--- src/design/sspr_pkg.sv ---
// constants, register map and state codes of the pairing/status controller
package sspr_pkg;
	// ----------------------------------------------------------------
	// time base
	// ----------------------------------------------------------------
	localparam int unsigned CLK_HZ          = 40_000_000;
	localparam int unsigned MS_HZ           = 1_000;
	localparam int unsigned CYC_PER_MS      = CLK_HZ / MS_HZ;
	localparam int unsigned MS_PER_S        = 1_000;
	localparam int unsigned MS_PER_QSEC     = 250;
	localparam int unsigned FL3_PERIOD_MS   = 333;  // 3 Hz
	localparam int unsigned FL3_ON_MS       = 50;   // brief flash
	localparam int unsigned TEACH_S         = 10;
	localparam int unsigned OFFREQ_MIN      = 5;
	localparam int unsigned OFFREQ_S        = OFFREQ_MIN * 60;
	localparam int unsigned INHIB_MIN       = 10;
	localparam int unsigned INHIB_S         = INHIB_MIN * 60;
	localparam logic [3:0]  FLASH_OVERTEMP  = 4'h4;
	localparam logic [3:0]  FLASH_WRONG_ACT = 4'h5;
	// ----------------------------------------------------------------
	// parameter port
	// ----------------------------------------------------------------
	localparam logic [3:0]  PARAM_DIAG_REQ  = 4'hf;
	localparam logic [3:0]  PARAM_DEFAULT   = 4'hf;
	localparam int unsigned P_PRESENT       = 0;
	localparam int unsigned P_HYST          = 1;
	localparam int unsigned P_INHIB         = 2;
	localparam int unsigned P_DEV_ERR       = 3;
	// ----------------------------------------------------------------
	// register map
	// ----------------------------------------------------------------
	localparam logic [7:0]  REG_CTRL        = 8'h00;
	localparam logic [7:0]  REG_STATUS      = 8'h04;
	localparam logic [7:0]  REG_CODE        = 8'h08;
	localparam logic [7:0]  REG_PARAM       = 8'h0c;
	localparam int unsigned CTRL_REPEAT     = 0;
	localparam int unsigned CTRL_ACT_NUM    = 1;
	localparam logic [1:0]  CTRL_RESET      = 2'h0;
	// ----------------------------------------------------------------
	// pairing states, gray along the teach path
	// ----------------------------------------------------------------
	typedef enum logic [2:0] {
		S_UNPAIRED = 3'h0,
		S_TEACH    = 3'h1,
		S_OFFREQ   = 3'h3,
		S_CONFIRM  = 3'h2,
		S_RUN      = 3'h6,
		S_ABORT    = 3'h7
	} sspr_state_t;
endpackage

--- src/design/sspr_tick_if.sv ---
// ticks and flash phases from the time base to the controller
`timescale 1ns/100ps
interface sspr_tick_if;
	logic       ms_tick;    // one cycle per millisecond
	logic       sec_tick;   // one cycle per second
	logic [3:0] qsec_phase; // quarter seconds, wraps at 4 s
	logic       brief3;     // brief 3 Hz flash
	modport src (output ms_tick, sec_tick, qsec_phase, brief3);
	modport snk (input ms_tick, sec_tick, qsec_phase, brief3);
endinterface // sspr_tick_if

--- src/design/sspr_timebase.sv ---
// single time base: millisecond, second and flash phase ticks
`timescale 1ns/100ps
module sspr_timebase #(
	parameter int unsigned CYC_PER_MS = sspr_pkg::CYC_PER_MS
) (
	input  wire logic clk_i,   // 40 MHz clock
	input  wire logic rst_i,   // sync reset, high
	sspr_tick_if.src  tk       // tick outputs
);
	logic [15:0] cyc_q;
	logic [9:0]  ms_q;
	logic [7:0]  qms_q;
	logic [8:0]  f3_q;
	logic        ms_end;

	assign ms_end = (cyc_q == 16'(CYC_PER_MS - 1));

	always_ff @(posedge clk_i) begin
		if (rst_i) begin
			cyc_q      <= '0;
			tk.ms_tick <= 1'b0;
		end else begin
			cyc_q      <= ms_end ? '0 : cyc_q + 16'h1;
			tk.ms_tick <= ms_end;
		end
	end

	always_ff @(posedge clk_i) begin
		if (rst_i) begin
			ms_q        <= '0;
			tk.sec_tick <= 1'b0;
		end else begin
			tk.sec_tick <= 1'b0;
			if (tk.ms_tick) begin
				if (ms_q == 10'(sspr_pkg::MS_PER_S - 1)) begin
					ms_q        <= '0;
					tk.sec_tick <= 1'b1;
				end else begin
					ms_q <= ms_q + 10'h1;
				end
			end
		end
	end

	always_ff @(posedge clk_i) begin
		if (rst_i) begin
			qms_q         <= '0;
			tk.qsec_phase <= '0;
		end else if (tk.ms_tick) begin
			if (qms_q == 8'(sspr_pkg::MS_PER_QSEC - 1)) begin
				qms_q         <= '0;
				tk.qsec_phase <= tk.qsec_phase + 4'h1;
			end else begin
				qms_q <= qms_q + 8'h1;
			end
		end
	end

	always_ff @(posedge clk_i) begin
		if (rst_i) begin
			f3_q      <= '0;
			tk.brief3 <= 1'b0;
		end else if (tk.ms_tick) begin
			f3_q <= (f3_q == 9'(sspr_pkg::FL3_PERIOD_MS - 1)) ?
				'0 : f3_q + 9'h1;
			tk.brief3 <= (f3_q < 9'(sspr_pkg::FL3_ON_MS));
		end
	end

	a_ms_tick_gap: assert property (@(posedge clk_i) disable iff (rst_i)
		tk.ms_tick |=> !tk.ms_tick)
		else $error("ms tick longer than one cycle");
endmodule // sspr_timebase

--- src/design/sspr_top.sv ---
// pairing, tamper inhibit, diagnostics and indicator control
// ----------------------------------------------------------------
// ----------------------------------------------------------------
//
// Added by the designer: the Wishbone slave port and the register addresses.
`timescale 1ns/100ps
module sspr_top #(
	parameter int unsigned CODE_W     = 8,
	parameter int unsigned CYC_PER_MS = sspr_pkg::CYC_PER_MS,
	parameter int unsigned TEACH_S    = sspr_pkg::TEACH_S,
	parameter int unsigned OFFREQ_S   = sspr_pkg::OFFREQ_S,
	parameter int unsigned INHIB_S    = sspr_pkg::INHIB_S
) (
	input  wire logic              clk_i,        // 40 MHz clock
	input  wire logic              rst_i,        // sync reset, high
	input  wire logic [7:0]        wb_adr_i,     // byte address
	input  wire logic [31:0]       wb_dat_i,     // write data
	output logic      [31:0]       wb_dat_o,     // read data
	input  wire logic              wb_we_i,      // write
	input  wire logic [3:0]        wb_sel_i,     // byte enables
	input  wire logic              wb_cyc_i,     // cycle
	input  wire logic              wb_stb_i,     // strobe
	output logic                   wb_ack_o,     // acknowledge
	input  wire logic              power_on_i,   // operating supply up
	input  wire logic              act_present_i,// actuator in range
	input  wire logic [CODE_W-1:0] act_code_i,   // actuator code
	input  wire logic [3:0]        act_num_i,    // actuator number
	input  wire logic              hyst_i,       // in hysteresis area
	input  wire logic              overtemp_i,   // over-temperature
	input  wire logic              defect_i,     // internal defect
	input  wire logic              addr_zero_i,  // slave address 0
	input  wire logic              comm_err_i,   // bus comm error
	input  wire logic [3:0]        dyn_code_i,   // dynamic code word
	input  wire logic              param_wr_i,   // parameter write
	input  wire logic [3:0]        param_val_i,  // parameter value
	output logic      [3:0]        param_ans_o,  // parameter answer
	output logic      [3:0]        code_o,       // safe input code
	output logic                   periph_err_o, // periphery error
	output logic                   led_red_o,    // duo led red
	output logic                   led_green_o,  // duo led green
	output logic                   led_yellow_o  // yellow led
);
	// ----------------------------------------------------------------
	// time base
	// ----------------------------------------------------------------
	sspr_tick_if tk ();
	sspr_timebase #(.CYC_PER_MS(CYC_PER_MS)) u_tb (
		.clk_i (clk_i),
		.rst_i (rst_i),
		.tk    (tk)
	);

	function automatic logic burst(input logic [3:0] n,
		input logic [3:0] ph);
		burst = (ph < {n[2:0], 1'b0}) && !ph[0];
	endfunction

	// ----------------------------------------------------------------
	// state
	// ----------------------------------------------------------------
	sspr_pkg::sspr_state_t st_q;
	logic [1:0]        ctrl_q;
	logic              pwr_q;
	logic              armed_q;
	logic [CODE_W-1:0] stored_q;
	logic              stored_v_q;
	logic [CODE_W-1:0] pend_q;
	logic              pend_v_q;
	logic [8:0]        sec_q;
	logic [9:0]        inh_cnt_q;
	logic              inhib_q;
	logic              inh_wait_q;
	logic              ot_q;
	logic              wrong_q;
	logic              def_q;
	logic              opened_q;
	logic              repeat_v;
	logic              actnum_v;
	logic              pwr_up;
	logic              pwr_dn;
	logic              teach_go;
	logic              err_any;
	logic              bus_err;
	logic              rg_flash;
	logic              wrong_now;
	logic              release_ok;
	logic [3:0]        diag;

	assign repeat_v  = ctrl_q[sspr_pkg::CTRL_REPEAT];
	assign actnum_v  = ctrl_q[sspr_pkg::CTRL_ACT_NUM];
	assign pwr_up    = power_on_i && !pwr_q;
	assign pwr_dn    = !power_on_i && pwr_q;
	assign bus_err   = addr_zero_i || comm_err_i;
	assign err_any   = ot_q || wrong_q || def_q;
	// one_time_pairing_variant when repeat_v is low
	assign teach_go  = armed_q && act_present_i && power_on_i
		&& (!stored_v_q || act_code_i != stored_q)
		&& (repeat_v || !stored_v_q);
	assign wrong_now = st_q == sspr_pkg::S_RUN && act_present_i
		&& !armed_q && act_code_i != stored_q;

	always_ff @(posedge clk_i) begin
		if (rst_i) begin
			pwr_q <= 1'b0;
		end else begin
			pwr_q <= power_on_i;
		end
	end

	always_ff @(posedge clk_i) begin
		if (rst_i) begin
			armed_q <= 1'b0;
		end else if (pwr_up) begin
			armed_q <= 1'b1;
		end else if (act_present_i) begin
			armed_q <= 1'b0;
		end
	end

	// ----------------------------------------------------------------
	// teach sequence
	// ----------------------------------------------------------------
	always_ff @(posedge clk_i) begin
		if (rst_i) begin
			st_q <= sspr_pkg::S_UNPAIRED;
			sec_q <= '0;
		end else if (pwr_dn) begin
			st_q  <= stored_v_q ? sspr_pkg::S_RUN : sspr_pkg::S_UNPAIRED;
			sec_q <= '0;
		end else if (pwr_up) begin
			st_q <= pend_v_q ? sspr_pkg::S_CONFIRM : st_q;
		end else begin
			if (tk.sec_tick) begin
				sec_q <= sec_q + 9'h1;
			end
			unique case (st_q)
				sspr_pkg::S_UNPAIRED, sspr_pkg::S_RUN: begin
					if (teach_go) begin
						st_q  <= sspr_pkg::S_TEACH;
						sec_q <= '0;
					end
				end
				sspr_pkg::S_TEACH: begin
					if (!act_present_i) begin
						st_q <= stored_v_q ? sspr_pkg::S_RUN
							: sspr_pkg::S_UNPAIRED;
					end else if (tk.sec_tick
						&& sec_q == 9'(TEACH_S - 1)) begin
						st_q  <= sspr_pkg::S_OFFREQ;
						sec_q <= '0;
					end
				end
				sspr_pkg::S_OFFREQ: begin
					if (tk.sec_tick && sec_q == 9'(OFFREQ_S - 1)) begin
						st_q <= sspr_pkg::S_ABORT;
					end
				end
				sspr_pkg::S_CONFIRM: begin
					if (act_present_i && act_code_i == pend_q) begin
						st_q <= sspr_pkg::S_RUN;
					end
				end
				sspr_pkg::S_ABORT: begin
					if (!act_present_i) begin
						st_q <= stored_v_q ? sspr_pkg::S_RUN
							: sspr_pkg::S_UNPAIRED;
					end
				end
				default: st_q <= sspr_pkg::S_UNPAIRED;
			endcase
		end
	end

	// learned code held pending until confirmed after power-up
	always_ff @(posedge clk_i) begin
		if (rst_i) begin
			pend_q   <= '0;
			pend_v_q <= 1'b0;
		end else if (st_q == sspr_pkg::S_TEACH) begin
			pend_q   <= act_code_i;
			pend_v_q <= 1'b0;
		end else if (pwr_dn && st_q == sspr_pkg::S_OFFREQ) begin
			pend_v_q <= 1'b1;
		end else if (st_q == sspr_pkg::S_CONFIRM && act_present_i
			&& act_code_i == pend_q) begin
			pend_v_q <= 1'b0;
		end
	end

	always_ff @(posedge clk_i) begin
		if (rst_i) begin
			stored_q   <= '0;
			stored_v_q <= 1'b0;
		end else if (st_q == sspr_pkg::S_CONFIRM && act_present_i
			&& act_code_i == pend_q && !pwr_dn) begin
			stored_q   <= pend_q;
			stored_v_q <= 1'b1;
		end
	end

	// ----------------------------------------------------------------
	// tamper inhibit
	// ----------------------------------------------------------------
	always_ff @(posedge clk_i) begin
		if (rst_i) begin
			inhib_q   <= 1'b0;
			inh_cnt_q <= '0;
		end else if (st_q == sspr_pkg::S_CONFIRM && act_present_i
			&& act_code_i == pend_q && repeat_v && !pwr_dn) begin
			inhib_q   <= 1'b1;
			inh_cnt_q <= 10'(INHIB_S);
		end else if (pwr_up && inhib_q) begin
			inh_cnt_q <= 10'(INHIB_S);
		end else if (inhib_q && power_on_i && tk.sec_tick) begin
			inh_cnt_q <= inh_cnt_q - 10'h1;
			if (inh_cnt_q == 10'h1) begin
				inhib_q <= 1'b0;
			end
		end
	end

	always_ff @(posedge clk_i) begin
		if (rst_i) begin
			inh_wait_q <= 1'b0;
		end else if (inhib_q) begin
			inh_wait_q <= 1'b1;
		end else if (act_present_i && power_on_i) begin
			inh_wait_q <= 1'b0;
		end
	end

	// ----------------------------------------------------------------
	// latched faults, cleared by opening and closing the guard
	// ----------------------------------------------------------------
	always_ff @(posedge clk_i) begin
		if (rst_i) begin
			opened_q <= 1'b0;
		end else if (!err_any) begin
			opened_q <= 1'b0;
		end else if (!act_present_i) begin
			opened_q <= 1'b1;
		end
	end

	always_ff @(posedge clk_i) begin
		if (rst_i) begin
			ot_q    <= 1'b0;
			wrong_q <= 1'b0;
			def_q   <= 1'b0;
		end else begin
			// a new fault wins over the clearing guard cycle
			if (overtemp_i) begin
				ot_q <= 1'b1;
			end else if (opened_q && act_present_i) begin
				ot_q <= 1'b0;
			end
			if (wrong_now || st_q == sspr_pkg::S_ABORT) begin
				wrong_q <= 1'b1;
			end else if (opened_q && act_present_i) begin
				wrong_q <= 1'b0;
			end
			if (defect_i) begin
				def_q <= 1'b1;
			end else if (opened_q && act_present_i) begin
				def_q <= 1'b0;
			end
		end
	end

	// ----------------------------------------------------------------
	// outputs to the bus and indicators
	// ----------------------------------------------------------------
	always_comb begin
		diag = '0;
		if (actnum_v) begin
			diag = act_present_i ? act_num_i : 4'h0;
		end else begin
			diag[sspr_pkg::P_PRESENT] = act_present_i;
			diag[sspr_pkg::P_HYST]    = hyst_i;
			diag[sspr_pkg::P_INHIB]   = inhib_q;
			diag[sspr_pkg::P_DEV_ERR] = err_any;
		end
	end

	assign release_ok = power_on_i && st_q == sspr_pkg::S_RUN
		&& stored_v_q && act_present_i && !inhib_q && !err_any
		&& !wrong_now && !bus_err;
	assign rg_flash = hyst_i || inhib_q || inh_wait_q || err_any;

	always_ff @(posedge clk_i) begin
		if (rst_i) begin
			code_o       <= '0;
			periph_err_o <= 1'b0;
		end else begin
			code_o       <= release_ok ? dyn_code_i : 4'h0;
			periph_err_o <= hyst_i || inhib_q || err_any;
		end
	end

	always_ff @(posedge clk_i) begin
		if (rst_i) begin
			param_ans_o <= sspr_pkg::PARAM_DEFAULT;
		end else if (param_wr_i) begin
			param_ans_o <= (param_val_i == sspr_pkg::PARAM_DIAG_REQ)
				? diag : param_val_i;
		end
	end

	always_ff @(posedge clk_i) begin
		if (rst_i) begin
			led_red_o   <= 1'b0;
			led_green_o <= 1'b0;
		end else if (!power_on_i) begin
			led_red_o   <= 1'b0;
			led_green_o <= 1'b0;
		end else if (bus_err) begin
			led_red_o   <= 1'b1;
			led_green_o <= 1'b0;
		end else if (rg_flash) begin
			led_red_o   <= tk.qsec_phase[1];
			led_green_o <= !tk.qsec_phase[1];
		end else begin
			led_red_o   <= 1'b0;
			led_green_o <= 1'b1;
		end
	end

	always_ff @(posedge clk_i) begin
		if (rst_i) begin
			led_yellow_o <= 1'b0;
		end else if (!power_on_i || inhib_q) begin
			led_yellow_o <= 1'b0;
		end else if (def_q) begin
			led_yellow_o <= 1'b1;
		end else if (ot_q) begin
			led_yellow_o <= burst(sspr_pkg::FLASH_OVERTEMP, tk.qsec_phase);
		end else if (wrong_q) begin
			led_yellow_o <= burst(sspr_pkg::FLASH_WRONG_ACT,
				tk.qsec_phase);
		end else if (st_q == sspr_pkg::S_TEACH) begin
			led_yellow_o <= tk.qsec_phase[1];
		end else if (st_q == sspr_pkg::S_OFFREQ) begin
			led_yellow_o <= tk.brief3;
		end else if (hyst_i) begin
			led_yellow_o <= tk.qsec_phase[1];
		end else begin
			led_yellow_o <= release_ok;
		end
	end

	// ----------------------------------------------------------------
	// wishbone slave, one wait state
	// ----------------------------------------------------------------
	always_ff @(posedge clk_i) begin
		if (rst_i) begin
			wb_ack_o <= 1'b0;
			wb_dat_o <= '0;
		end else begin
			wb_ack_o <= wb_cyc_i && wb_stb_i && !wb_ack_o;
			unique case (wb_adr_i)
				sspr_pkg::REG_CTRL:   wb_dat_o <= {30'h0, ctrl_q};
				sspr_pkg::REG_STATUS: wb_dat_o <= {14'h0, inh_cnt_q,
					inh_wait_q, inhib_q, def_q, wrong_q, ot_q, st_q};
				sspr_pkg::REG_CODE:   wb_dat_o <= {stored_v_q,
					31'(stored_q)};
				sspr_pkg::REG_PARAM:  wb_dat_o <= {24'h0, diag,
					param_ans_o};
				default:              wb_dat_o <= '0;
			endcase
		end
	end

	always_ff @(posedge clk_i) begin
		if (rst_i) begin
			ctrl_q <= sspr_pkg::CTRL_RESET;
		end else if (wb_cyc_i && wb_stb_i && wb_ack_o && wb_we_i
			&& wb_sel_i[0] && wb_adr_i == sspr_pkg::REG_CTRL) begin
			ctrl_q <= wb_dat_i[1:0];
		end
	end

	// ----------------------------------------------------------------
	// checks
	// ----------------------------------------------------------------
	a_inhib_code_zero: assert property (@(posedge clk_i) disable iff (rst_i)
		inhib_q |=> code_o == 4'h0 && !led_yellow_o)
		else $error("code released during inhibit");
	a_bus_err_red: assert property (@(posedge clk_i) disable iff (rst_i)
		bus_err && power_on_i |=> led_red_o && !led_green_o
		&& code_o == 4'h0)
		else $error("bus error not shown steady red");
	a_periph_flag_or: assert property (@(posedge clk_i) disable iff (rst_i)
		##1 periph_err_o == $past(hyst_i || inhib_q || err_any))
		else $error("periphery flag not the OR of causes");
	a_param_diag_ans: assert property (@(posedge clk_i) disable iff (rst_i)
		param_wr_i && param_val_i == 4'hf |=> param_ans_o == $past(diag))
		else $error("diagnostic answer wrong");
	a_onetime_no_teach: assert property (@(posedge clk_i)
		disable iff (rst_i)
		$rose(st_q == sspr_pkg::S_TEACH)
		|-> $past(repeat_v) || !$past(stored_v_q))
		else $error("teach accepted in one-time variant");
	a_offreq_abort: assert property (@(posedge clk_i) disable iff (rst_i)
		st_q == sspr_pkg::S_OFFREQ && tk.sec_tick && power_on_i && pwr_q
		&& sec_q == 9'(OFFREQ_S - 1) |=> st_q == sspr_pkg::S_ABORT)
		else $error("teach not aborted after timeout");
	a_inhib_restart: assert property (@(posedge clk_i) disable iff (rst_i)
		pwr_up && inhib_q |=> inh_cnt_q == 10'(INHIB_S))
		else $error("inhibit not restarted at power-up");
	a_actnum_zero: assert property (@(posedge clk_i) disable iff (rst_i)
		actnum_v && !act_present_i |-> diag == 4'h0)
		else $error("number reported without actuator");
	a_err_clear_guard: assert property (@(posedge clk_i)
		disable iff (rst_i)
		$fell(def_q) |-> $past(opened_q) && $past(act_present_i))
		else $error("error cleared without guard cycle");
endmodule // sspr_top

--- config.mk ---
export PLATFORM = sky130hd
export DESIGN_NAME = sspr_top
export DESIGN_NICKNAME = d
export VERILOG_FILES = /design/src/design/sspr_pkg.sv /design/src/design/sspr_tick_if.sv /design/src/design/sspr_timebase.sv /design/src/design/sspr_top.sv
export SDC_FILE = /design/constraint.sdc
export NUM_CORES = 1
export LEC_CHECK = 0
export ABC_AREA = 0
export BUFFER_PORTS_ARGS = -buffer_cell sky130_fd_sc_hd__buf_4
export CAP_MARGIN = 5
export CORE_UTILIZATION = 39
export DETAILED_ROUTE_END_ITERATION = 16
export PLACE_DENSITY = 0.68
export SETUP_SLACK_MARGIN = 0.1
export SYNTH_ARGS = -nofsm -noshare
export SYNTH_HDL_FRONTEND = slang
export SYNTH_SLANG_ARGS = --single-unit
--- constraint.sdc ---
create_clock -name clk_i -period 4.91 [get_ports clk_i]
set_clock_uncertainty 0.1 [all_clocks]
set_input_delay 0.7365 -clock clk_i [delete_from_list [all_inputs] [get_ports clk_i]]
set_output_delay 0.7365 -clock clk_i [all_outputs]
set_load 0.03 [all_outputs]
* After elaboration in Yosys (flattened, before gate mapping)
Cells that the tools add are included.
Word-level totals: logic and storage cells 208, flip-flop bits (word level) 145, input bits 77, output and inout port bits 45
Operators by class: $lt $le $gt $ge 3, multiplexer cells 50, add/subtract/negate cells 7, equality and inequality tests 25, reduce and logical (&&, ||, !) cells 86, bitwise operators 4
Operators by type and width (count):
- one-hot mux 32 bit (4 select lines) | 1
- two-way mux 9 bit | 5
- two-way mux 10 bit | 4
- logical AND 1 bit | 38
- two-way mux 3 bit | 10
- two-way mux 1 bit | 24
- adder 9 x 1 -> 9 bit, second input constant | 2
- equality test 9 bit, second input constant | 2
- one-hot mux 9 bit (2 select lines) | 1
- OR reduction 2 bit | 9
- adder 16 x 1 -> 16 bit, second input constant | 1
- equality test 16 bit, second input constant | 1
- equality test 8 x 4 -> 1 bit, second input constant | 2
- != test 4 bit, second input constant | 4
- nonzero test 2 bit | 8
- one-hot mux 3 bit (5 select lines) | 1
- zero test 1 bit | 12
- two-way mux 4 bit | 3
- logical OR 1 bit | 11
- adder 10 x 1 -> 10 bit, second input constant | 1
- equality test 10 x 1 -> 1 bit, second input constant | 1
- equality test 10 bit, second input constant | 1
- subtractor 10 x 1 -> 10 bit, second input constant | 1
- equality test 9 x 4 -> 1 bit, second input constant | 1
- other kinds (24) | 31

* Depth between registers and ports, before layout
Gate-level depths: netlist (run 1).
depth after elaboration 14, gate-level depth with buffers 10, gate-level depth less buffers 8

* Modules after synthesis
A second synthesis (run 1) with hierarchy kept.
Second synthesis, totals: cells, all modules 685, area total of the unflattened synthesis 6075.8 um^2
By module, submodules not included:
- sspr_top | seq. area each 1641.6 um^2, cells an instance 437, area each 3877.5 um^2, times used 1
- sspr_timebase | seq. area each 1001.0 um^2, cells an instance 248, area each 2198.4 um^2, times used 1

* Worst setup path after synthesis (run 1)
No wires, ideal clock.
path kind input to register, from in power_on_i, to reg sec_q[7], stages on the path 9, slack 2.714 ns, required time 4.680 ns, path buffers 2, data arrival time 1.966 ns, setup time 0.130 ns, path through ha_1 > buf_2 > nor2b_1 > clkbuf_2 > and4_1 > nand3_1 > nor2_1 > xnor2_1 > nor2_1
On the way: longest elaborated chain between the ends 5, elaborated cells on any way between the ends 9, classes of those cells mux (2); reduce/logical (7)
Ends and longest elaborated chain:
- start: declaration | RTL line sspr_top.sv:24 | input wire logic power_on_i,
- logical AND 1 bit | RTL line sspr_top.sv:96 | assign teach_go = armed_q && act_present_i && power_on_i
- logical AND 1 bit | RTL line sspr_top.sv:97 | && (!stored_v_q || act_code_i != stored_q)
- logical AND 1 bit | RTL line sspr_top.sv:98 | && (repeat_v || !stored_v_q);
- two-way mux 9 bit | RTL line sspr_top.sv:138 | if (teach_go) begin
- one-hot mux 9 bit (2 select lines) | RTL line sspr_top.sv:136 | unique case (st_q)
- end signal: assignment | RTL line sspr_top.sv:134 | sec_q <= sec_q + 9'h1;
- end: declaration | RTL line sspr_top.sv:69 | logic [8:0] sec_q;
Parallel ways exist; a longest one is shown, timed or not. A chain may end at the register's enable or synchronous reset.

* Worst setup path after layout (run 1)
from reg st_q[1], to reg inh_cnt_q[7]
On the way: longest elaborated chain between the ends 6
Ends and longest elaborated chain:
- start: declaration | RTL line sspr_top.sv:61 | sspr_pkg::sspr_state_t st_q;
- start signal: assignment | RTL line sspr_top.sv:125 | st_q <= sspr_pkg::S_UNPAIRED;
- start signal: assignment | RTL line sspr_top.sv:128 | st_q <= stored_v_q ? sspr_pkg::S_RUN : sspr_pkg::S_UNPAIRED;
- start signal: assignment | RTL line sspr_top.sv:131 | st_q <= pend_v_q ? sspr_pkg::S_CONFIRM : st_q;
- equality test 3 x 2 -> 1 bit | RTL line sspr_top.sv:208 | end else if (st_q == sspr_pkg::S_CONFIRM && act_present_i
- logical AND 1 bit | RTL line sspr_top.sv:208
- logical AND 1 bit (3 in series) | RTL line sspr_top.sv:209 | && act_code_i == pend_q && repeat_v && !pwr_dn) begin
- OR reduction 3 bit (no source line)
- end signal: assignment | RTL line sspr_top.sv:211 | inh_cnt_q <= 10'(INHIB_S);
- end signal: assignment | RTL line sspr_top.sv:213 | inh_cnt_q <= 10'(INHIB_S);
- end signal: assignment | RTL line sspr_top.sv:215 | inh_cnt_q <= inh_cnt_q - 10'h1;
- end: declaration | RTL line sspr_top.sv:70 | logic [9:0] inh_cnt_q;
Every way passes these cells.

==> flow_metrics.py, run 1 <==
metrics = {
    "sta": {
        "rsz0062_at_grt": "false",
        "max-slew-margin-rel_pct": 31.9,
        "tns_ns": 0,
        "setup_viol": 0,
        "clock.fmax_mhz": 396,
        "hold_viol_final": 0,
        "worst_slew_pin_slew_ns": 1.02,
        "period_share_pct": 51.4,
        "period_needed_ns": 2.52,
        "final_max_slew_viol_count": 0,
    },
    "drt": {
        "drtPass1Iterations": 4,
        "ant_nets": 0,
        "drc_errors": 0,
        "routed-via-count": 4776,
        "wire_per_inst_um": 13.3,
        "routed_via_density": 5.02,
        "drt-total-wl_mm": 12.6,
        "drtIter0Drc": 252,
    },
    "power": {
        "peakVddDrop_mv": 0.257,
        "swShare_pct": 25.8,
        "power_density_nw_per_um2": 359,
        "p_seq_share_pct": 43.5,
        "power.total_w": 0.00261,
        "combPwrFrac_pct": 9.8,
        "clkPwrFrac_pct": 46.6,
        "p_int_w": 0.00194,
        "p_leak_nw": 2.80,
        "power_switching_w": 0.000673,
    },
    "clock_network": {
        "clkTransAtPathRegs_ns": 0.06,
        "cts-resized-gates": 0,
        "cts_sinks": 132,
        "cts_htree_levels": 4,
        "cts_buffers": 17,
        "cts_tree": "done",
        "root_buffer": "clkbuf_16",
        "hold_buffers": 0,
        "cts_setup_buffers": 0,
        "clk_path_buf_depth": 2,
        "insertion_delay_ns": 0.42,
    },
    "place": {
        "place_area_um2": 6690,
        "io_buffers": 75,
        "gp_congestion": 0.799,
        "dp_hpwl_mm": 8.95,
        "placed_cells": 920,
    },
    "yosys": {
        "synth-edff-count": 0,
        "synthMostInstantiatedCell": "dfxtp_1",
        "synth_common_cells": "dfxtp_1, nor2_1, nand2_1",
        "synthDistinctLibCells": 64,
        "ys_seq_area_share_pct": 43.5,
        "synth_top_area_share_pct": 43.5,
        "synth-seq-cells": 132,
        "syn_area_per_cell_um2": 8.86,
        "yosys_warnings": 0,
        "yosys-top-cells-area": "dfxtp_1, nor2_1, xor2_1",
        "syn_area_um2": 6070,
        "synthFlopType": "dfxtp_1",
        "synthArstFlopShare_pct": 0,
        "syn-instance-count": 685,
        "synth_top_cell_by_area": "dfxtp_1",
    },
    "critical_path": {
        "startpoint_type": "register",
        "path_max_fanout": 16,
        "worstPathArrival_ns": 2.72,
        "worstSetupEndpointType": "register",
        "critical_path_class": "register to register",
        "cp_data_required_time_ns": 5.11,
    },
    "finish": {
        "area_growth_pct": 19.7,
        "fillers": 1470,
        "antenna_cells": 0,
        "stdcell_count": 952,
        "final_area_um2": 7270,
        "drive_gt1_share_pct": 16.8,
        "fin_nets": 841,
    },
    "floorplan": {
        "fp.dieW_um": 127,
        "rows": 45,
        "die-area_um2": 16100,
        "dieHeight_um": 127,
        "core_area_um2": 15200,
        "initial_core_util_pct": 39.9,
        "io_pins": 122,
    },
    "global_route": {
        "overflow": 0,
        "grt_max_degree": 60,
        "grt_pass1_vias": 4397,
        "track_usage_pct": 16.6,
        "antenna_found_initial": 0,
        "grt_pass1_wl_mm": 21.2,
    },
    "worst_hold_path": {
        "hold_path_class": "register to register",
    },
    "run_status": {
        "status": "finished clean",
    },
    "flow_run": {
        "maxCapViolations": 0,
    },
}
[metrics by stage]
stage                     hold WS [ns]  setup WS (ns)  utilization (%)
after floorplan                  0.330           2.71                -
after global placement           0.341           2.17             44.0
after detailed placement         0.365           2.18             44.0
after global routing             0.385           2.17             47.8
final                            0.369           2.39             47.8
after CTS                        0.374           2.41             47.8
[power by group through the flow]
stage	logic (W)	clock network [W]	registers [W]
final	0.000256	0.00122	0.00114
after global routing	0.000283	0.00129	0.00114
after CTS	0.000257	0.00124	0.00114
after detailed placement	0.000256	0	0.00116
after global placement	0.000255	0	0.00116
after floorplan	0.000211	0	0.00114
[critical path, cell delays in order, from the launching register on]
cell	delay [ns]
dfxtp_1	0.73
nor3b_2	0.36
nand4_2	0.26
nor2_1	0.31
buf_4	0.24
and2_1	0.30
nor3_1	0.10
[sequential cells by signal (all words and copies together) (netlist names), 2 cells and up]
signal / cells
code_o: 4
ctrl_q: 2
inh_cnt_q: 10
param_ans_o: 4
pend_q: 8
sec_q: 9
st_q: 3
stored_q: 8
u_tb.cyc_q: 16
u_tb.f3_q: 9
u_tb.ms_q: 10
u_tb.qms_q: 8
u_tb.tk.qsec_phase: 4
wb_dat_o: 19
[metal layers]
layer  GRT usage [%]  wire length [um]
met5               0                 0
met4            6.37               164
met3            5.02               681
met2            26.8              5950
met1            20.7              5820
[kinds of logic (layout without fill, tap and decap cells)]
logic type | Yosys count | after routing | synth area share, %
flip-flops | 132 | 132 | 43.5
other | 1 | 13 | 0.0618
adder cells (fa/ha/maj) | 13 | 13 | 2.68
AND/OR/NAND/NOR | 298 | 298 | 24.6
AO/OA/AOI/OAI | 91 | 91 | 10.2
multiplexers | 19 | 19 | 3.59
buffers and inverters | 60 | 127 | 5.05
XOR/XNOR | 71 | 71 | 10.2
[layout make-up]
type	instances	area, um^2	share of cell area (%)
well taps	188	235	3.24
clock buffers	19	453	6.23
repair buffers	77	578	7.96
multi-input cells	505	3170	43.6
clock inverters	13	124	1.70
inverters	18	67.6	0.930
flip-flops and latches	132	2640	36.4
[placed cells by master (no fill, tap or decap), types with 8 or more instances in the layout]
master	Yosys	final
xor2_1	37	37
buf_4	17	77
conb_1	1	13
nand4_1	21	21
and3_1	12	12
a31oi_1	8	8
a21oi_1	29	29
mux2i_1	15	15
inv_1	18	18
nor2_1	112	112
dfxtp_1	132	132
nand2_1	50	50
o21ai_0	17	17
xnor2_1	34	34
nand3_1	15	15
nor3_1	19	19
and2_1	17	17
nor2b_1	11	11
ha_1	13	13
clkbuf_16	0	17
[worst paths after layout]
check | to | cells past startpoint | slack, ns | startpoint
worst max-delay path | inh_cnt_q[7] | 6 | 2.39 | st_q[1]
worst min-delay path | wb_ack_o | 1 | 0.37 | wb_ack_o
worst min register to register | wb_ack_o | 1 | 0.37 | wb_ack_o
worst max register to register | inh_cnt_q[7] | 6 | 2.39 | st_q[1]
No activity file was read; power rests on OpenSTA's default activity.
==> inputs of run 2 (changes only) <==
Clock period 4.91 ns to 2.4 ns, I/O delays scaled along.
==> run 2 against run 1 <==
Global-route usage rose by 0.25 points. Combinational power increased by 110%. Sequential power up 100%. Via count decreased by 0.50%. Cell count rose by 1.1%. Highest routed layer unchanged.
==> flow_metrics.py, run 2 (synthesis results as in run 1) <==
metrics = {
    "run_status": {
        "status": "finished clean",
    },
    "finish": {
        "largest_reg_flops": 19,
        "top_register": "wb_dat_o",
        "final_area_um2": 7330,
        "fin_nets": 851,
        "stdcell_count": 962,
        "drive_gt1_share_pct": 17.6,
        "top_regs": "wb_dat_o x19, u_tb.cyc_q x16",
        "layout_commonest_cell": "dfxtp_1",
        "area_growth_pct": 20.7,
        "final_cell_mix": "dfxtp_1, nor2_1, buf_4",
    },
    "drt": {
        "routed-via-count": 4752,
        "wire_per_inst_um": 13.2,
        "drtPass1Iterations": 4,
        "routed_via_density": 4.94,
        "ant_nets": 0,
        "drtIter0Drc": 263,
        "drt-total-wl_mm": 12.7,
        "drc_errors": 0,
    },
    "power": {
        "power.total_w": 0.00528,
        "p_leak_nw": 2.83,
        "power_density_nw_per_um2": 721,
        "peakVddDrop_mv": 0.499,
    },
    "floorplan": {
        "initial_core_util_pct": 39.9,
        "dieHeight_um": 127,
        "rows": 45,
        "fp.dieW_um": 127,
        "die-area_um2": 16100,
        "io_pins": 122,
        "core_area_um2": 15200,
    },
    "critical_path": {
        "crit_chain": "inv_1 -> and3_1 -> a22o_1 -> o21a_1 -> nor2_1 -> mux2i_1",
        "slowest_stage": "dfxtp_1",
        "path_max_fanout": 13,
        "worstPathArrival_ns": 2.31,
        "cp_slowest_stage_delay_ns": 0.67,
        "worstSetupEndpointType": "register",
        "critical_path_class": "register to register",
        "cp_data_required_time_ns": 2.64,
        "critPathTopFamily": "flip-flops",
        "critPathBufInv": 1,
        "startpoint_type": "register",
    },
    "clock_network": {
        "cts_buffers": 17,
        "root_buffer": "clkbuf_16",
        "cts_setup_buffers": 0,
        "hold_buffers": 0,
        "cts_htree_levels": 4,
        "cts-resized-gates": 0,
        "clk_path_buf_depth": 2,
        "insertion_delay_ns": 0.42,
        "cts_tree": "done",
        "clkTransAtPathRegs_ns": 0.06,
        "cts_sinks": 132,
    },
    "place": {
        "dp_hpwl_mm": 9.14,
        "place_area_um2": 6760,
        "io_buffers": 75,
        "placed_cells": 930,
        "gp_congestion": 0.814,
    },
    "sta": {
        "max-slew-margin-rel_pct": 59.8,
        "rsz0062_at_grt": "false",
        "clock.fmax_mhz": 485,
        "final_max_slew_viol_count": 0,
        "period_share_pct": 85.9,
        "period_needed_ns": 2.06,
        "hold_ws_ns": 0.0423,
        "tns_ns": 0,
        "setup_viol": 0,
        "hold_viol_final": 0,
        "worst_slew_pin_slew_ns": 0.602,
    },
    "global_route": {
        "grt_max_degree": 26,
        "antenna_found_initial": 1,
        "track_usage_pct": 16.8,
        "grt_pass1_wl_mm": 21.4,
        "grt_pass1_vias": 4470,
        "overflow": 0,
    },
    "worst_hold_path": {
        "hold_path_class": "input port to register",
    },
    "flow_run": {
        "maxCapViolations": 0,
    },
}
==> run 2: changes by cell type in the layout (fill, tap and decap cells not counted), sizes merged <==
cell | previous run | this run
buf | 77 | 87
clkbuf | 19 | 20
clkinv | 6 | 4
clkinvlp | 2 | 3
diode | 0 | 1
inv | 22 | 21
==> run 2: per-stage QoR <==
step / utilization, % / setup slack [ns]
6_report: 48.2 / 0.338
5_1_grt: 48.2 / 0.211
4_1_cts: 48.2 / 0.391
3_5_place_dp: 44.5 / 0.296
3_3_place_gp: 44.5 / 0.300
2_1_floorplan: - / 0.580
==> run 2: worst paths after layout <==
path / slack, ns / end / start / depth (start not counted)
setup / recovery: 0.34 / st_q[0] / st_q[2] / 6
setup reg to reg: 0.34 / st_q[0] / st_q[2] / 6
hold reg to reg: 0.35 / wb_ack_o / wb_ack_o / 1
hold / removal: 0.04 / code_o[3] / dyn_code_i[3] / 2
==> run 2: worst register-to-register path, cell delays in order, from the launching register on <==
cell	delay [ns]
dfxtp_1	0.67
inv_1	0.19
and3_1	0.22
a22o_1	0.24
o21a_1	0.18
nor2_1	0.19
mux2i_1	0.20
==> run 2: final cells by class <==
| type | instances | area, um^2 |
|---|---|---|
| multi-input cells | 505 | 3170 |
| clock buffers | 20 | 457 |
| diodes | 1 | 2.50 |
| clock inverters | 11 | 103 |
| repair buffers | 87 | 653 |
| well taps | 188 | 235 |
| flip-flops and latches | 132 | 2640 |
| inverters | 18 | 67.6 |
| fillers | 1485 | 7880 |
==> run 2: power breakdown <==
part,switching [W],internal [W]
sequential,0.0000785,0.00224
clock,0.000939,0.00148
combinational,0.000307,0.000239
==> run 2: layer usage <==
| layer | GRT usage, % | wire [um] |
|---|---|---|
| met1 | 21.9 | 6180 |
| met2 | 26.2 | 5730 |
| met3 | 4.56 | 594 |
| met4 | 7.00 | 165 |
| met5 | 0 | 0 |
==> inputs of run 3 (changes only) <==
Settings changed: ABC_AREA 0 to 1.
==> run 3 against run 2 <==
Power increased by 5.1%. Sequential cell count unchanged. Worst setup slack better by 0.13 ns. Largest cell class unchanged. Sequential share of layout area down 1.1 points. Largest power group unchanged. Register-to-register slack better by 0.13 ns. Critical path depth grew 1. Count of clock-buffer cells in the layout increased by 3. Hold slack better by 0.011 ns. Cell count rose by 19%. Sequential power hardly changed.
==> flow_metrics.py, run 3 <==
metrics = {
    "drt": {
        "routed_via_density": 4.75,
        "wire_per_inst_um": 12.1,
        "drtIter0Drc": 318,
        "drc_errors": 0,
        "ant_nets": 0,
        "drtPass1Iterations": 4,
        "routed-via-count": 5424,
        "drt-total-wl_mm": 13.8,
    },
    "sta": {
        "final_max_slew_viol_count": 0,
        "max-slew-margin-rel_pct": 59.1,
        "setup_viol": 0,
        "tns_ns": 0,
        "hold_viol_final": 0,
        "rsz0062_at_grt": "false",
        "period_share_pct": 80.6,
        "period_needed_ns": 1.93,
        "worst_slew_pin_slew_ns": 0.609,
        "clock.fmax_mhz": 517,
    },
    "clock_network": {
        "cts_sinks": 132,
        "cts_buffers": 17,
        "cts_tree": "done",
        "cts-resized-gates": 0,
        "cts_setup_buffers": 0,
        "root_buffer": "clkbuf_16",
        "clkTransAtPathRegs_ns": 0.06,
        "hold_buffers": 0,
        "clk_path_buf_depth": 2,
        "cts_htree_levels": 4,
        "insertion_delay_ns": 0.42,
    },
    "worst_hold_path": {
        "hold_path_class": "input port to register",
    },
    "critical_path": {
        "critPathBufInv": 2,
        "worstSetupEndpointType": "register",
        "crit_chain": "inv_2 -> nor3_2 -> nand4_1 -> nor2_2 -> inv_2 -> o21ai_0 -> a21oi_1",
        "critPathTopFamily": "simple AND/OR/NAND/NOR gates",
        "cp_data_required_time_ns": 2.60,
        "cp_slowest_stage_delay_ns": 0.57,
        "slowest_stage": "dfxtp_1",
        "worstPathArrival_ns": 2.14,
        "critical_path_class": "register to register",
        "startpoint_type": "register",
        "path_max_fanout": 16,
        "cpMostUsedCell": "inv_2",
    },
    "yosys": {
        "synth-edff-count": 0,
        "synth-seq-cells": 132,
        "syn-instance-count": 837,
        "synthMostInstantiatedCell": "dfxtp_1",
        "yosys_warnings": 0,
        "synth_top_area_share_pct": 42.5,
        "synthFlopType": "dfxtp_1",
        "yosys-top-cells-area": "dfxtp_1, nand2_1, inv_1",
        "syn_area_um2": 6220,
        "synth_top_cell_by_area": "dfxtp_1",
        "synthDistinctLibCells": 47,
        "syn_area_per_cell_um2": 7.43,
        "ys_seq_area_share_pct": 42.5,
        "synthArstFlopShare_pct": 0,
        "synth_common_cells": "dfxtp_1, nand2_1, inv_1",
    },
    "finish": {
        "drive_gt1_share_pct": 16.5,
        "top_regs": "wb_dat_o x19, u_tb.cyc_q x16",
        "largest_reg_flops": 19,
        "fin_nets": 1007,
        "top_register": "wb_dat_o",
        "finalCoreUtilization_pct": 49.1,
        "layout_commonest_cell": "dfxtp_1",
        "area_growth_pct": 21.4,
        "antenna_cells": 0,
        "final_cell_mix": "dfxtp_1, nand2_1, inv_1",
    },
    "power": {
        "peakVddDrop_mv": 0.538,
        "p_leak_nw": 3.15,
        "power_density_nw_per_um2": 735,
    },
    "global_route": {
        "grt_max_degree": 29,
        "grt_pass1_vias": 5144,
        "grt_pass1_wl_mm": 23.2,
        "antenna_found_initial": 0,
        "track_usage_pct": 17.9,
        "overflow": 0,
    },
    "floorplan": {
        "io_pins": 122,
        "fp.dieW_um": 128,
        "core_area_um2": 15400,
        "die-area_um2": 16500,
        "initial_core_util_pct": 40.4,
        "dieHeight_um": 128,
        "rows": 45,
    },
    "place": {
        "io_buffers": 75,
        "gp_congestion": 0.857,
        "dp_hpwl_mm": 10.4,
    },
    "flow_run": {
        "maxCapViolations": 0,
    },
    "run_status": {
        "status": "finished clean",
    },
}
run 3: final timing paths:
kind	cells after the start	from	to	slack, ns
setup / recovery	7	st_q[1]	stored_q[3]	0.47
hold / removal	3	dyn_code_i[2]	code_o[2]	0.05
setup reg to reg	7	st_q[1]	stored_q[3]	0.47
hold reg to reg	1	wb_ack_o	wb_ack_o	0.34
run 3: cells by family after synthesis:
| kind of cell | share of synthesized area (%) |
|---|---|
| AO/OA/AOI/OAI | 13.3 |
| XOR/XNOR | 4.37 |
| adder cells (fa/ha/maj) | 2.62 |
| buffers and inverters | 11.0 |
| flip-flops | 42.5 |
| multiplexers | 0.322 |
| other | 0.0603 |
| AND/OR/NAND/NOR | 25.8 |
run 3: per-stage QoR:
stage,hold slack [ns],total power (W),setup slack [ns],instance area [um^2],cells
after floorplan,0.317,0.00278,0.728,6260,849
after global placement,0.332,0.00294,0.437,6940,1109
after detailed placement,0.336,0.00295,0.441,6940,1109
after CTS,0.0423,0.00560,0.486,7550,1141
after global routing,0.0521,0.00578,0.311,7550,1141
final,0.0538,0.00555,0.465,7550,1141
run 3: where the power goes:
part           switching [W]  total, W  internal, W
combinational       0.000359  0.000569     0.000210
clock               0.000910   0.00264      0.00173
sequential         0.0000752   0.00233      0.00226
run 3: routing by layer:
| metal | vias to the layer above | share of wire [%] | wire length, um | global-route usage (%) |
|---|---|---|---|---|
| li1 | 2866 | - | - | - |
| met1 | 2439 | 47 | 6530 | 21.7 |
| met2 | 97 | 46 | 6380 | 29.8 |
| met5 | - | 0 | 0 | 0 |
| met4 | 0 | 2.0 | 270 | 7.89 |
| met3 | 22 | 4.6 | 636 | 4.76 |
run 3: area by class of cell:
| class | instances | area [um^2] |
|---|---|---|
| clock buffers | 23 | 488 |
| clock inverters | 9 | 125 |
| fillers | 1533 | 7820 |
| inverters | 131 | 492 |
| multi-input cells | 555 | 2940 |
| flip-flops and latches | 132 | 2640 |
| well taps | 211 | 264 |
| repair buffers | 80 | 601 |
run 3: worst min-delay path, cell delays in order:
cell	delay (ns)
buf_4	0.08
inv_1	0.03
nor2_1	0.07
